## config.mk

```make
export PLATFORM = sky130hd
export DESIGN_NAME = clear_and_call_instr_exec
export DESIGN_NICKNAME = d
export VERILOG_FILES = /design/src/clear_call_pkg.sv /design/src/clear_and_call_instr_exec.sv /design/src/clear_call_decode.sv
export VERILOG_INCLUDE_DIRS = /design/src /design/src/src
export SDC_FILE = /design/constraint.sdc
export NUM_CORES = 1
export LEC_CHECK = 0
export BUFFER_PORTS_ARGS = -buffer_cell sky130_fd_sc_hd__buf_4
export CORE_AREA = 4 4 74 76
export CTS_BUF_LIST = sky130_fd_sc_hd__clkbuf_8
export CTS_CLUSTER_DIAMETER = 30
export DETAILED_ROUTE_END_ITERATION = 7
export DIE_AREA = 0 0 78 80
export HOLD_SLACK_MARGIN = 0.05
export PLACE_DENSITY = 0.68
export SLEW_MARGIN = 20
export SYNTH_ARGS = -nofsm -noshare
export SYNTH_HDL_FRONTEND = slang
export SYNTH_HIERARCHICAL = 1
export SYNTH_SLANG_ARGS = --single-unit
```

## constraint.sdc

```tcl
create_clock -name CLK_I -period 2.8 [get_ports CLK_I]
set_input_delay 0.28 -clock CLK_I [delete_from_list [all_inputs] [get_ports CLK_I]]
set_output_delay 0.28 -clock CLK_I [all_outputs]
set_load 0.005 [all_outputs]
```

## src/clear_call_regs.svh

```systemverilog
// constants for the clear and call execution block: opcodes, fields, resets, timing
// assumes a 14-bit program word and a 13-bit program counter
// Functional notes
// (RULE_01) clear file op zeroes register, sets zero
// (RULE_02) call pushes program counter plus one first
// (RULE_03) call loads 11-bit target into pc 10:0
// (RULE_04) call loads pc 12:11 from latch 4:3
// (RULE_05) call takes two cycles, fetched word discarded
// (RULE_06) clear accumulator op zeroes it, sets zero
// (RULE_07) clear guard op zeroes guard timer count
// (RULE_08) clear guard op also zeroes the prescaler
// (RULE_09) clear guard op sets both active-low status flags; an expiry or sleep event in the same cycle drops its flag instead
// (RULE_10) clear ops take one cycle, one word
`ifndef CLEAR_CALL_REGS_SVH
`define CLEAR_CALL_REGS_SVH

// opcode fields
`define CLR_FILE_PREFIX    7'h03
`define CLR_ACC_PREFIX     7'h02
`define CLR_PREFIX_MSB     13
`define CLR_PREFIX_LSB     7
`define FILE_ADDR_MSB      6
`define CLR_GUARD_OPCODE   14'h0064
`define CALL_PREFIX        3'h4
`define CALL_PREFIX_MSB    13
`define CALL_PREFIX_LSB    11
`define CALL_TARGET_MSB    10
`define LATCH_PAGE_MSB     4
`define LATCH_PAGE_LSB     3

// reset values
`define PC_RESET           13'h0000
`define ACCUM_RESET        8'h00
`define ZERO_RESET         1'h0
`define STATUS_N_RESET     1'h1
`define CLEARED_DATA       8'h00

// timing
`define CLK_PERIOD_NS      20
`define CALL_CYCLES        2
`define CLEAR_CYCLES       1

`endif

```

## src/clear_call_pkg.sv

```systemverilog
// types shared by the clear and call execution block
// assumes the constants header sets the field widths used here
package clear_call_pkg;

	// decoded instruction kinds
	typedef enum logic [2:0] {
		OP_OTHER,
		OP_CLR_FILE,
		OP_CLR_ACC,
		OP_CLR_GUARD,
		OP_CALL
	} op_kind_type;

	// file register write port towards the register file
	typedef struct packed {
		logic       strobe;
		logic [6:0] addr;
		logic [7:0] data;
	} file_write_type;

	// push port towards the return stack
	typedef struct packed {
		logic        strobe;
		logic [12:0] addr;
	} stack_push_type;

endpackage : clear_call_pkg

```

## src/clear_and_call_instr_exec.sv

```systemverilog
// executes clear-file, clear-accumulator, clear-guard and call instructions
// assumes one opcode per instruction cycle on CLK_I; other instructions
// only advance the program counter here, their effects live elsewhere
`timescale 1ns/1ps
`default_nettype none
`include "clear_call_regs.svh"

module clear_and_call_instr_exec
#(
	parameter int PC_WIDTH   = 13,
	parameter int ADDR_WIDTH = 7,
	parameter int DATA_WIDTH = 8
)
(
	input  wire logic                           CLK_I,
	input  wire logic                           RESET_I,
	input  wire logic                           OP_VALID_I,
	input  wire logic [13:0]                    OPCODE_I,
	input  wire logic [4:0]                     PC_UPPER_LATCH_I,
	input  wire logic                           GUARD_EXPIRED_I,
	input  wire logic                           SLEEP_ENTERED_I,
	output var  logic [12:0]                    PC_O,
	output var  logic [7:0]                     ACCUM_O,
	output var  logic                           ZERO_FLAG_O,
	output var  clear_call_pkg::file_write_type FILE_WR_O,
	output var  clear_call_pkg::stack_push_type STACK_PUSH_O,
	output var  logic                           FLUSH_O,
	output var  logic                           GUARD_CLEAR_O,
	output var  logic                           PRESCALE_CLEAR_O,
	output var  logic                           EXPIRY_FLAG_N_O,
	output var  logic                           POWERDOWN_FLAG_N_O
);
	import clear_call_pkg::*;

	// the structs and field defines fix these widths
	if (PC_WIDTH != 13 || ADDR_WIDTH != 7 || DATA_WIDTH != 8)
	begin : bad_width
		$error("clear_and_call_instr_exec: widths must be 13, 7 and 8");
	end

	typedef enum logic {ST_EXEC, ST_FLUSH} state_type;

	state_type   state;
	state_type   next_state;
	op_kind_type kind;
	logic [12:0] next_pc;
	logic [12:0] pc_plus_one;
	logic [12:0] call_target;
	logic        exec_ok;
	logic        do_clr_file;
	logic        do_clr_acc;
	logic        do_clr_guard;
	logic        do_call;
	logic        do_step;

	clear_call_decode u_decode
	(
		.opcode_i (OPCODE_I),
		.kind_o   (kind)
	);

	// sequential successor, kept to the counter width
	function automatic logic [12:0] pc_inc(input logic [12:0] pc);
		return 13'(pc + 13'h0001);
	endfunction : pc_inc

	// qualify the decode: the flush cycle ignores whatever was fetched
	assign exec_ok      = OP_VALID_I && (state == ST_EXEC); // [RULE_05]
	assign do_clr_file  = exec_ok && (kind == OP_CLR_FILE);
	assign do_clr_acc   = exec_ok && (kind == OP_CLR_ACC);
	assign do_clr_guard = exec_ok && (kind == OP_CLR_GUARD);
	assign do_call      = exec_ok && (kind == OP_CALL);
	assign do_step      = exec_ok && (kind != OP_CALL);

	// next pc: pc plus one, or on a call page bits from the latch, page offset from the opcode
	assign pc_plus_one = pc_inc(PC_O); // [RULE_02]
	assign call_target = {PC_UPPER_LATCH_I[`LATCH_PAGE_MSB:`LATCH_PAGE_LSB],
		OPCODE_I[`CALL_TARGET_MSB:0]}; // [RULE_03] [RULE_04]
	assign next_pc    = do_call ? call_target : (do_step ? pc_plus_one : PC_O);
	assign next_state = do_call ? ST_FLUSH : ST_EXEC; // [RULE_05]

	// sequencing: a call spends one extra cycle discarding the prefetch
	always_ff @(posedge CLK_I)
	begin
		if (RESET_I)
		begin
			state   <= ST_EXEC;
			PC_O    <= `PC_RESET;
			FLUSH_O <= 1'b0;
		end
		else
		begin
			state   <= next_state;
			PC_O    <= next_pc; // [RULE_10]
			FLUSH_O <= do_call; // [RULE_05]
		end
	end

	// accumulator and zero flag; only the clears touch them here
	always_ff @(posedge CLK_I)
	begin
		if (RESET_I)
		begin
			ACCUM_O     <= `ACCUM_RESET;
			ZERO_FLAG_O <= `ZERO_RESET;
		end
		else
		begin
			if (do_clr_acc)
				ACCUM_O <= `CLEARED_DATA; // [RULE_06]
			if (do_clr_acc || do_clr_file)
				ZERO_FLAG_O <= 1'b1; // [RULE_01] [RULE_06]
		end
	end

	// one-cycle write and push strobes
	always_ff @(posedge CLK_I)
	begin
		if (RESET_I)
		begin
			FILE_WR_O    <= '0;
			STACK_PUSH_O <= '0;
		end
		else
		begin
			FILE_WR_O.strobe    <= do_clr_file; // [RULE_01]
			FILE_WR_O.addr      <= OPCODE_I[`FILE_ADDR_MSB:0];
			FILE_WR_O.data      <= `CLEARED_DATA;
			STACK_PUSH_O.strobe <= do_call; // [RULE_02]
			STACK_PUSH_O.addr   <= pc_plus_one;
		end
	end

	// guard timer side: counter and prescaler cleared together
	always_ff @(posedge CLK_I)
	begin
		if (RESET_I)
		begin
			GUARD_CLEAR_O    <= 1'b0;
			PRESCALE_CLEAR_O <= 1'b0;
		end
		else
		begin
			GUARD_CLEAR_O    <= do_clr_guard; // [RULE_07]
			PRESCALE_CLEAR_O <= do_clr_guard; // [RULE_08]
		end
	end

	// active-low status; an expiry or sleep event in the same cycle
	// wins so that a real event is never masked by a late clear
	always_ff @(posedge CLK_I)
	begin
		if (RESET_I)
		begin
			EXPIRY_FLAG_N_O    <= `STATUS_N_RESET;
			POWERDOWN_FLAG_N_O <= `STATUS_N_RESET;
		end
		else
		begin
			if (GUARD_EXPIRED_I)
				EXPIRY_FLAG_N_O <= 1'b0;
			else if (do_clr_guard)
				EXPIRY_FLAG_N_O <= 1'b1; // [RULE_09]
			if (SLEEP_ENTERED_I)
				POWERDOWN_FLAG_N_O <= 1'b0;
			else if (do_clr_guard)
				POWERDOWN_FLAG_N_O <= 1'b1; // [RULE_09]
		end
	end
endmodule : clear_and_call_instr_exec
`default_nettype wire

```

## src/clear_call_decode.sv

```systemverilog
// opcode decoder for the clear and call execution block
// assumes a 14-bit opcode presented combinationally
`timescale 1ns/1ps
`default_nettype none
`include "clear_call_regs.svh"

module clear_call_decode
(
	input  wire logic [13:0]              opcode_i,
	output var  clear_call_pkg::op_kind_type kind_o
);
	import clear_call_pkg::*;

	// prefix matches, the guard clear is a full-word compare
	function automatic op_kind_type decode(input logic [13:0] op);
		op_kind_type k;
		k = OP_OTHER;
		if (op == `CLR_GUARD_OPCODE)
			k = OP_CLR_GUARD; // [RULE_07]
		else if (op[`CLR_PREFIX_MSB:`CLR_PREFIX_LSB] == `CLR_FILE_PREFIX)
			k = OP_CLR_FILE; // [RULE_01]
		else if (op[`CLR_PREFIX_MSB:`CLR_PREFIX_LSB] == `CLR_ACC_PREFIX)
			k = OP_CLR_ACC; // low bits are don't-care [RULE_06]
		else if (op[`CALL_PREFIX_MSB:`CALL_PREFIX_LSB] == `CALL_PREFIX)
			k = OP_CALL; // [RULE_03]
		return k;
	endfunction : decode

	assign kind_o = decode(opcode_i);

endmodule : clear_call_decode
`default_nettype wire

```

# == Yosys cells after proc, flatten, opt, wreduce, memory -nomap -nowiden ==
# Index checks and enable logic that the tools add are counted.
# Widths: inputs -> output; s select.
# classes
addsub,1
eq_ne,9
n_mux,10
bitwise_logic,1
n_reduce_logical,10
# op_table
cell,n
$mux 13,2
$eq 14x7->1 const B,1
$eq 7x2->1 const B,2
$add 13x1->13 const B,1
$mux 3,4
$eq 3x2->1 const B,2
$eq 3x3->1 const B,2
$logic_and 1x1->1,6
$reduce_bool 2->1,3
$mux 1,4
$eq 3x1->1 const B,1
$ne 3x3->1 const B,1
$logic_or 1x1->1,1
$not 1->1,1
# totals
ff_bits,48
in_bits,24

# == Depth between registers and ports, before layout ==
# Gate-level depths: netlist of the first run.
# logic_depth
depth_word,9
ltp_mapped,9

# == Cells and area by module ==
# The synthesis of the first run kept the hierarchy.
# modules_own_cells
mod,instances,cells_per_inst,area_each_um2,seq_area_each_um2
clear_and_call_instr_exec,1,206,1803.0,780.7
clear_call_decode,1,11,82.6,0.0

# == Least setup slack after synthesis of the first run ==
# OpenSTA, ideal clock, no wires.
# synth_timing
path_kind,input to register
from,in OPCODE_I[3]
to,reg PC_O[9]
setup_ns,0.117
arrival_ns,1.811
required_time_ns,2.683
path_slack_ns,0.871
stages,8
path_buffers,2
cell_sequence,and4bb_2 a21oi_1 nor2_1 buf_2 or3b_2 buf_2 a21o_1 a32o_1
# synth_via
elab_chain_len,5
# synth_lines
element,line,source
start: declaration,clear_and_call_instr_exec.sv:18,"input wire logic [13:0] OPCODE_I,"
$eq 14x7->1 (no line) *,n/a,
$mux 3 *,clear_call_decode.sv:18,if (op == `CLR_GUARD_OPCODE)
named net kind[1],clear_and_call_instr_exec.sv:45,op_kind_type kind;
$eq 3x3->1 / $ne 3x3->1 (equally long branches),"clear_and_call_instr_exec.sv:72, clear_and_call_instr_exec.sv:73",
$logic_and 1x1->1 (on tied branches),"clear_and_call_instr_exec.sv:72, clear_and_call_instr_exec.sv:73",
$mux 13 / $reduce_bool 2->1 (equally long branches),n/a,
end signal: assignment,clear_and_call_instr_exec.sv:88,PC_O <= `PC_RESET;
end signal: assignment,clear_and_call_instr_exec.sv:94,PC_O <= next_pc;
end: declaration,clear_and_call_instr_exec.sv:22,"output var logic [12:0] PC_O,"
# Mark *: on every way through the listed nets, which the timed path passes. The rest lies on a longest branch.
# A chain may end at the register's enable or synchronous reset.

# == Worst setup path in the final report of the first run ==
# layout_timing
from,in OPCODE_I[6]
to,reg PC_O[7]
# Same word-level chain as after synthesis.

==> results of run 1 <==
==> metal layers <==
| layer | up-vias | share of wire | GRT usage |
|---|---|---|---|
| met1 | 770 | 0.44 | 0.174 |
| met3 | 6 | 0.072 | 0.0440 |
| met2 | 53 | 0.48 | 0.258 |
| met4 | 0 | 0.0086 | 0.0402 |
| li1 | 828 | - | - |
| met5 | - | 0 | 0 |
==> synthesized netlist by cell type (2+ instances only) <==
master	count
buf_1	4
o21ai_0	6
xnor2_1	7
nand3_1	7
or4_1	2
mux2i_1	2
o21bai_1	2
and2_1	2
a32o_1	3
buf_2	6
nor2_1	24
nand4_1	2
clkbuf_1	3
o31a_1	2
or3b_2	2
nand2_1	15
xor2_1	3
a21oi_1	11
nor2b_1	9
dfxtp_1	39
nor3b_1	2
o32ai_1	3
nor3_1	9
a31oi_1	5
a22o_1	2
buf_4	18
inv_1	5
==> per-stage QoR <==
| stage | util | total power, mW | instances | area [um^2] | setup slack [ns] |
|---|---|---|---|---|---|
| 6_report | 0.505 | 1.10 | 338 | 2380 | 0.603 |
| 5_1_grt | 0.505 | 1.15 | 338 | 2380 | 0.433 |
| 4_1_cts | 0.505 | 1.11 | 338 | 2380 | 0.640 |
| 3_5_place_dp | 0.487 | 0.738 | 330 | 2300 | 0.335 |
| 3_3_place_gp | 0.487 | 0.736 | 330 | 2300 | 0.384 |
| 2_1_floorplan | - | 0.684 | 232 | 1940 | 0.871 |
==> final cells by class <==
type | count | share of cell area
clock buffers | 5 | 0.0289
flip-flops and latches | 39 | 0.328
multi-input cells | 157 | 0.399
repair buffers | 62 | 0.195
clock inverters | 3 | 0.00630
inverters | 5 | 0.00787
well taps | 67 | 0.0352
==> worst max-delay path, cell delays in order <==
cell and delay [ns]:
buf_4 0.12, and4bb_2 0.23, a21oi_1 0.13, nor2_1 0.15
nor3b_2 0.71, buf_4 0.32, nor2_1 0.05, a22o_1 0.20
a32o_1 0.20
==> power by group <==
group | switching, mW | total [mW] | internal (mW)
clock network | 0.201 | 0.371 | 0.171
logic | 0.0661 | 0.134 | 0.0681
registers | 0.0168 | 0.591 | 0.574
total | 0.284 | 1.10 | 0.813
==> cells by family after synthesis <==
kind of cell             Yosys count  share of synthesized area
AO/OA/AOI/OAI                     41                      0.145
XOR/XNOR                          10                     0.0465
adder cells (fa/ha/maj)            1                    0.00663
buffers and inverters             36                      0.111
flip-flops                        39                      0.414
multiplexers                       2                     0.0106
other                              1                    0.00199
AND/OR/NAND/NOR                   87                      0.263
==> worst max-delay path by stage <==
stage	endpoint	from	cells after the start	slack [ns]
floorplan	PC_O[9]	OPCODE_I[3]	8	0.87
global placement	PC_O[8]	OPCODE_I[6]	9	0.38
detailed placement	PC_O[7]	OPCODE_I[6]	9	0.33
CTS	PC_O[7]	OPCODE_I[6]	9	0.64
global route	PC_O[8]	OPCODE_I[6]	9	0.43
finish	PC_O[7]	OPCODE_I[6]	9	0.60
==> state kept, by name (all words and copies together) (netlist names) <==
| signal | count |
|---|---|
| PRESCALE_CLEAR_O | 1 |
| state | 1 |
| ZERO_FLAG_O | 1 |
| EXPIRY_FLAG_N_O | 1 |
| FILE_WR_O | 8 |
| POWERDOWN_FLAG_N_O | 1 |
| STACK_PUSH_O | 13 |
| PC_O | 13 |
==> layout by cell type (no fill, tap or decap), drive strengths merged, types with 3 or more instances in the layout <==
cell,synthesis,layout
buf,28,62
dfxtp,39,39
nor2,24,24
conb,1,16
nand2,15,15
a21oi,11,11
nor2b,9,9
nor3,9,9
nand3,7,7
xnor2,7,7
o21ai,7,7
inv,5,5
a31oi,5,5
clkbuf,3,5
a32o,3,3
o32ai,3,3
xor2,3,3
clkinv,0,3
nand4,3,3
and2,3,3
nor3b,3,3
==> flow_summary.json, run 1 <==
{
  "cts-resized-gates": 0,
  "wl_per_cell_um": 13.4,
  "num_antenna_cells": 0,
  "holdBufCountCts": 0,
  "place_congestion": 0.772,
  "dominantRegCellSynth": "dfxtp_1",
  "clockBufferDepth": 2,
  "regArea_um2": 781,
  "route.vias.total": 1657,
  "hold_end": "EXPIRY_FLAG_N_O",
  "report.final.slew_viol_count": 0,
  "hp-class": "input pin to flop",
  "worstSetupPathType": "input pin to flop",
  "finalCritPeriodShare": 0.785,
  "die_h_um": 80,
  "cts_sinks": 39,
  "peakVddDrop_mv": 0.175,
  "netlist_top_cells_area": "dfxtp_1 (41%), buf_4 (7.2%), nor2_1 (4.8%), xnor2_1 (3.3%), nand2_1 (3.0%)",
  "port_buffers": 61,
  "synth_seq_area_share": 0.414,
  "post_cts.repair.setup_buffers": 0,
  "hpwlAfterDp_mm": 3.29,
  "cp_max_fo": 15,
  "async_reset_ff_frac": 0,
  "cts-root-buf": "clkbuf_8",
  "worstPathArrival_ns": 2.38,
  "synth_top_area_share": 0.414,
  "io_pins": 81,
  "synth_seq_cells": 39,
  "hold_viol": 0,
  "start_util": 0.399,
  "core_area_um2": 4720,
  "drive_gt1_frac": 0.288,
  "nFillCells": 457,
  "grt_usage": 0.147,
  "fmax_mhz": 455,
  "finalSetupViolCount": 0,
  "r2r_end": "PC_O[12]",
  "hold_start": "GUARD_EXPIRED_I",
  "rsz0062_at_grt": "no",
  "first_global_vias": 1616,
  "viasPerCell": 4.90,
  "yosys_warnings": 6,
  "slew_headroom": 0.458,
  "first_pass_iters": 4,
  "insertion_delay_ns": 0.29,
  "grt_overflow": 0,
  "cts_tree": "done",
  "postRouteAntennaNets": 0,
  "die_area_um2": 6240,
  "start_kind": "input pin",
  "worst_slew_pin_slew_ns": 0.810,
  "cp.required_ns": 2.99,
  "antenna_found_initial": 0,
  "drt_iter0_drc": 94,
  "timing.rr.start": "PC_O[0]",
  "worstRegToRegCells": 5,
  "hold_depth": 2,
  "synth-edff-count": 0,
  "syn_inst": 217,
  "leakage_nw": 1.00,
  "rrSetupSlack_ns": 0.79,
  "min_period_ns": 2.20,
  "skew_ns": 0.00303,
  "endpoint_kind": "flop",
  "rows": 25,
  "yosysTopAreaCell": "dfxtp_1",
  "numCtsBuffers": 5,
  "cap_violations": 0,
  "synth_cell_types": 49,
  "die_w_um": 78,
  "outcome": "finished, final reports clean",
  "final_nets": 295,
  "finalSetupTns_ns": 0,
  "multi_input_area_um2": 951,
  "area_delta_synth_final_pct": 26.4,
  "grt_pass1_wl_mm": 7.38,
  "path_clk_slew_ns": 0.08,
  "synth_area_per_cell_um2": 8.69,
  "fin_worst_hold_slack_ns": 0.163,
  "power_density_nw_per_um2": 460,
  "synth_area_um2": 1890,
  "drc": 0,
  "grt_max_degree": 39,
  "wl_mm": 4.53,
  "cts.htree.levels": 2
}
No activity file was read; power rests on OpenSTA's default activity.
==> run 2, diff against run 1 <==
--- a/config.mk
+++ b/config.mk
@@ -13,7 +13,7 @@
 export DETAILED_ROUTE_END_ITERATION = 7
 export DIE_AREA = 0 0 78 80
 export HOLD_SLACK_MARGIN = 0.05
-export PLACE_DENSITY = 0.68
+export PLACE_DENSITY = 0.7
 export SLEW_MARGIN = 20
 export SYNTH_ARGS = -nofsm -noshare
 export SYNTH_HDL_FRONTEND = slang
==> constraint.sdc (replaced) <==
create_clock -name CLK_I -period 1.8 [get_ports CLK_I]
set_input_delay 0.18 -clock CLK_I [delete_from_list [all_inputs] [get_ports CLK_I]]
set_output_delay 0.18 -clock CLK_I [all_outputs]
set_load 0.005 [all_outputs]
==> run 2 against run 1 <==
Sequential share of layout area down 2.1 points. Final area up 6.7%. Core utilization up 3.4 points. Clock skew up 0.0077 ns. Total power up 63%. Setup slack worse by 0.47 ns. Global-route usage up 0.93 points. Critical path type is now flop to flop.
==> flow_summary.json, run 2 (synthesis results as in run 1) <==
{
  "outcome": "finished, final reports clean",
  "cts-root-buf": "clkbuf_8",
  "finalSetupViolCount": 0,
  "rsz0062_at_grt": "no",
  "layout_common_cells": "buf_4 (77), dfxtp_1 (39), nor2_1 (24)",
  "regArea_um2": 781,
  "grt_max_degree": 28,
  "worstPathArrival_ns": 1.85,
  "wl_per_cell_um": 13.5,
  "worstSetupPathType": "flop to flop",
  "reg_top3": "PC_O (13), STACK_PUSH_O (13), FILE_WR_O (8)",
  "hold_viol": 0,
  "cp.required_ns": 1.99,
  "die_h_um": 80,
  "critPathMaxStageDelay_ns": 0.40,
  "hold_start": "GUARD_EXPIRED_I",
  "drive_gt1_frac": 0.324,
  "peakVddDrop_mv": 0.387,
  "timing.rr.start": "PC_O[1]",
  "endpoint_kind": "flop",
  "cap_violations": 0,
  "start_kind": "flop",
  "insertion_delay_ns": 0.29,
  "nFillCells": 459,
  "skew_ns": 0.0107,
  "place_congestion": 0.799,
  "die_area_um2": 6240,
  "r2r_end": "PC_O[8]",
  "die_w_um": 78,
  "io_pins": 81,
  "multi_input_area_um2": 962,
  "port_buffers": 61,
  "hold_depth": 2,
  "postRouteAntennaNets": 0,
  "holdBufCountCts": 0,
  "first_pass_iters": 4,
  "core_area_um2": 4720,
  "mostFrequentLayoutCell": "buf_4",
  "cts.htree.levels": 2,
  "wl_mm": 4.77,
  "grt_overflow": 0,
  "route.vias.total": 1712,
  "report.final.slew_viol_count": 0,
  "final_nets": 311,
  "viasPerCell": 4.84,
  "fmax_mhz": 600,
  "rows": 25,
  "cp_max_fo": 6,
  "grt_pass1_wl_mm": 7.77,
  "finalCritPeriodShare": 0.925,
  "hpwlAfterDp_mm": 3.61,
  "worstRegToRegCells": 5,
  "leakage_nw": 1.11,
  "num_antenna_cells": 0,
  "drt_iter0_drc": 149,
  "cts_sinks": 39,
  "numCtsBuffers": 5,
  "min_period_ns": 1.67,
  "grt_usage": 0.156,
  "drc": 0,
  "path_clk_slew_ns": 0.08,
  "path_cells": "ha_1 > nand3_1 > nor2_1 > o21ai_0 > a32o_1",
  "start_util": 0.399,
  "antenna_found_initial": 0,
  "clockBufferDepth": 2,
  "first_global_vias": 1681,
  "rrSetupSlack_ns": 0.13,
  "slowest_stage": "dfxtp_1",
  "area_delta_synth_final_pct": 34.9,
  "cts_tree": "done",
  "hold_end": "EXPIRY_FLAG_N_O",
  "finalSetupTns_ns": 0,
  "fin_worst_hold_slack_ns": 0.0716,
  "hp-class": "input pin to flop",
  "power_density_nw_per_um2": 704
}
==> run 2: worst max path at each step <==
stage          endpoint  slack (ns)         from  cells past startpoint
2_1_floorplan   PC_O[7]        0.02  OPCODE_I[3]                      8
3_3_place_gp    PC_O[7]        0.05  OPCODE_I[9]                      8
3_5_place_dp    PC_O[7]        0.04  OPCODE_I[9]                      8
4_1_cts        PC_O[12]        0.06      PC_O[1]                      5
5_1_grt        PC_O[12]       0.009      PC_O[1]                      5
6_report        PC_O[8]        0.13      PC_O[1]                      5
==> run 2: routing by layer <==
layer / wire [um] / up-vias / global-route usage
met5: 0 / - / 0
met4: 61 / 0 / 0.0542
met3: 381 / 8 / 0.0395
met2: 2250 / 71 / 0.267
met1: 2080 / 772 / 0.190
li1: - / 861 / -
==> run 2: area by class of cell <==
class,count,area share
clock buffer,7,0.0379
clock inverter,1,0.00148
inverter,5,0.00738
multi-input combinational,157,0.378
sequential,39,0.307
tap,67,0.0330
timing repair buffer,78,0.235
==> run 2: metrics by stage <==
step | util | area (um^2) | setup slack [ns] | power (mW) | instances
after CTS | 0.537 | 2530 | 0.0594 | 1.80 | 354
after global routing | 0.539 | 2540 | 0.00946 | 1.87 | 354
after floorplan | - | 1950 | 0.0197 | 1.07 | 232
final | 0.539 | 2540 | 0.134 | 1.79 | 354
after detailed placement | 0.515 | 2430 | 0.0449 | 1.17 | 346
after global placement | 0.515 | 2430 | 0.0485 | 1.17 | 346
==> run 2: worst max-delay path: cells and delay by family (launching register included) <==
kind | cells | cell delay (ns)
adders and majority gates | 1 | 0.19
AOI/OAI and AO/OA | 2 | 0.37
DFF | 1 | 0.40
and+or+nand+nor | 2 | 0.62
==> run 2: timing repair <==
| action | CTS | global route |
|---|---|---|
| endpoints found under the setup margin | 0 | 1 |
| resized for setup | 0 | 1 |
| buffers inserted | 0 | 0 |
==> run 2: power breakdown <==
group	internal [mW]	switching, mW	leakage (nW)
sequential	0.894	0.0191	0.319
combinational	0.125	0.114	0.737
clock	0.344	0.294	0.0557
total	1.36	0.427	1.11
==> run 3, diff against run 2 <==
--- a/config.mk
+++ b/config.mk
@@ -6,7 +6,7 @@
 export SDC_FILE = /design/constraint.sdc
 export NUM_CORES = 1
 export LEC_CHECK = 0
-export BUFFER_PORTS_ARGS = -buffer_cell sky130_fd_sc_hd__buf_4
+export BUFFER_PORTS_ARGS = -buffer_cell sky130_fd_sc_hd__buf_2
 export CORE_AREA = 4 4 74 76
 export CTS_BUF_LIST = sky130_fd_sc_hd__clkbuf_8
 export CTS_CLUSTER_DIAMETER = 30
==> constraint.sdc (replaced) <==
create_clock -name CLK_I -period 1.5 [get_ports CLK_I]
set_input_delay 0.15 -clock CLK_I [delete_from_list [all_inputs] [get_ports CLK_I]]
set_output_delay 0.15 -clock CLK_I [all_outputs]
set_load 0.005 [all_outputs]
==> run 3 against run 2 <==
Worst hold slack better by 0.028 ns. Total power is 14% higher. Core utilization is 2.4 points higher. Critical path depth is 1 lower.
==> flow_summary.json, run 3 (synthesis results as in run 1) <==
{
  "cp.required_ns": 1.68,
  "skew_ns": 0.00979,
  "insertion_delay_ns": 0.29,
  "cts.htree.levels": 2,
  "num_antenna_cells": 0,
  "port_buffers": 61,
  "postLayoutCoreUtil": 0.562,
  "outcome": "finished, final reports clean",
  "route.vias.total": 1835,
  "final_nets": 336,
  "first_pass_iters": 4,
  "fmax_mhz": 675,
  "rows": 25,
  "power_density_nw_per_um2": 771,
  "worstPathArrival_ns": 1.66,
  "layout_common_cells": "buf_2 (61), buf_4 (36), dfxtp_1 (33)",
  "drt_iter0_drc": 170,
  "worstSetupPathType": "flop to flop",
  "postRouteAntennaNets": 0,
  "leakage_nw": 1.22,
  "hold_viol": 0,
  "die_h_um": 80,
  "reg_top3": "PC_O (13), STACK_PUSH_O (13), FILE_WR_O (8)",
  "path_clk_slew_ns": 0.08,
  "antenna_found_initial": 0,
  "multi_input_area_um2": 1050,
  "core_area_um2": 4720,
  "grt_usage": 0.168,
  "viasPerCell": 4.87,
  "grt_overflow": 0,
  "start_kind": "flop",
  "wl_mm": 5.12,
  "die_w_um": 78,
  "cap_violations": 0,
  "io_pins": 81,
  "numCtsBuffers": 5,
  "cts_tree": "done",
  "fin_worst_hold_slack_ns": 0.0998,
  "cts-root-buf": "clkbuf_8",
  "rsz0062_at_grt": "yes",
  "place_inst": 365,
  "nFillCells": 423,
  "first_global_vias": 1828,
  "hp-class": "input pin to flop",
  "dp_slack_ns": -0.346,
  "path_cells": "nand4_1 > or3_4 > a21o_1 > a32o_1",
  "endpoint_kind": "flop",
  "critPathMaxStageDelay_ns": 0.39,
  "report.final.slew_viol_count": 0,
  "worst_slack_ns": 0.0188,
  "area_delta_synth_final_pct": 40.9,
  "cp_max_fo": 6,
  "drive_gt1_frac": 0.416,
  "min_period_ns": 1.48,
  "grt_max_degree": 38,
  "finalCritPeriodShare": 0.987,
  "drc": 0,
  "start_util": 0.399,
  "clockBufferDepth": 2,
  "fin_cells": 377,
  "slowest_stage": "or3_4",
  "mostFrequentLayoutCell": "buf_2",
  "hpwlAfterDp_mm": 3.82,
  "regArea_um2": 791,
  "cts_sinks": 39,
  "peakVddDrop_mv": 0.384,
  "place_congestion": 0.829,
  "grt_pass1_wl_mm": 8.29,
  "finalSetupViolCount": 0,
  "p_total_mw": 2.05,
  "die_area_um2": 6240,
  "wl_per_cell_um": 13.6
}
## run 3: changes by cell type in the layout (fill, tap and decap cells not counted), moves of 2 or more
cell | previous run | this run
dfxtp_1 | 39 | 33
o21ai_0 | 6 | 4
nor3_2 | 0 | 2
clkbuf_8 | 7 | 5
buf_4 | 77 | 36
dlygate4sd3_1 | 0 | 2
buf_2 | 0 | 61
buf_6 | 0 | 2
nor3_1 | 9 | 6
dfxtp_2 | 0 | 5
## run 3: worst paths after layout
path               startpoint  slack (ns)  cells past startpoint       endpoint
hold / removal    OPCODE_I[6]         0.1                      2  FILE_WR_O[14]
setup reg to reg      PC_O[0]        0.02                      4        PC_O[9]
hold reg to reg   ZERO_FLAG_O        0.48                      2    ZERO_FLAG_O
setup / recovery      PC_O[0]        0.02                      4        PC_O[9]
## run 3: layer usage
layer,routed length (um),vias to the layer above,GRT usage
li1,-,911,-
met1,2210,849,0.201
met2,2500,69,0.284
met3,359,6,0.0530
met4,49,0,0.0577
met5,0,-,0
## run 3: worst max-delay path: cells and delay by family, from the launching register on
family,cells,cell delay [ns]
flops,1,0.38
simple gates,2,0.57
compound gates,2,0.44
## run 3: report_power, final
group / total (mW) / internal (mW) / leakage (nW) / switching (mW)
Sequential: 1.10 / 1.07 / 0.321 / 0.0225
Combinational: 0.305 / 0.151 / 0.854 / 0.154
Clock: 0.648 / 0.303 / 0.0413 / 0.344
Total: 2.05 / 1.53 / 1.22 / 0.521
## run 3: stage by stage
step / area [um^2] / setup TNS (ns)
2_1_floorplan: 1990 / -1.20
3_3_place_gp: 2440 / -3.01
3_5_place_dp: 2440 / -3.68
4_1_cts: 2560 / 0
5_1_grt: 2660 / -0.0735
6_report: 2660 / 0
## run 3: what timing repair did
item / in CTS / in global routing
buffers inserted: 0 / 3
endpoints found under the hold margin: 1 / 1
cloned: 0 / 1
resized for setup: 8 / 14
pin swaps: 1 / 6
hold buffers: 1 / 1
setup endpoints to repair: 8 / 13
## run 3: cell type report
cell class / count / share of cell area
repair buffers: 102 / 0.240
flip-flops and latches: 39 / 0.298
multi-input cells: 158 / 0.396
clock buffers: 5 / 0.0259
inverters: 5 / 0.00707
well taps: 67 / 0.0316
clock inverters: 1 / 0.00141
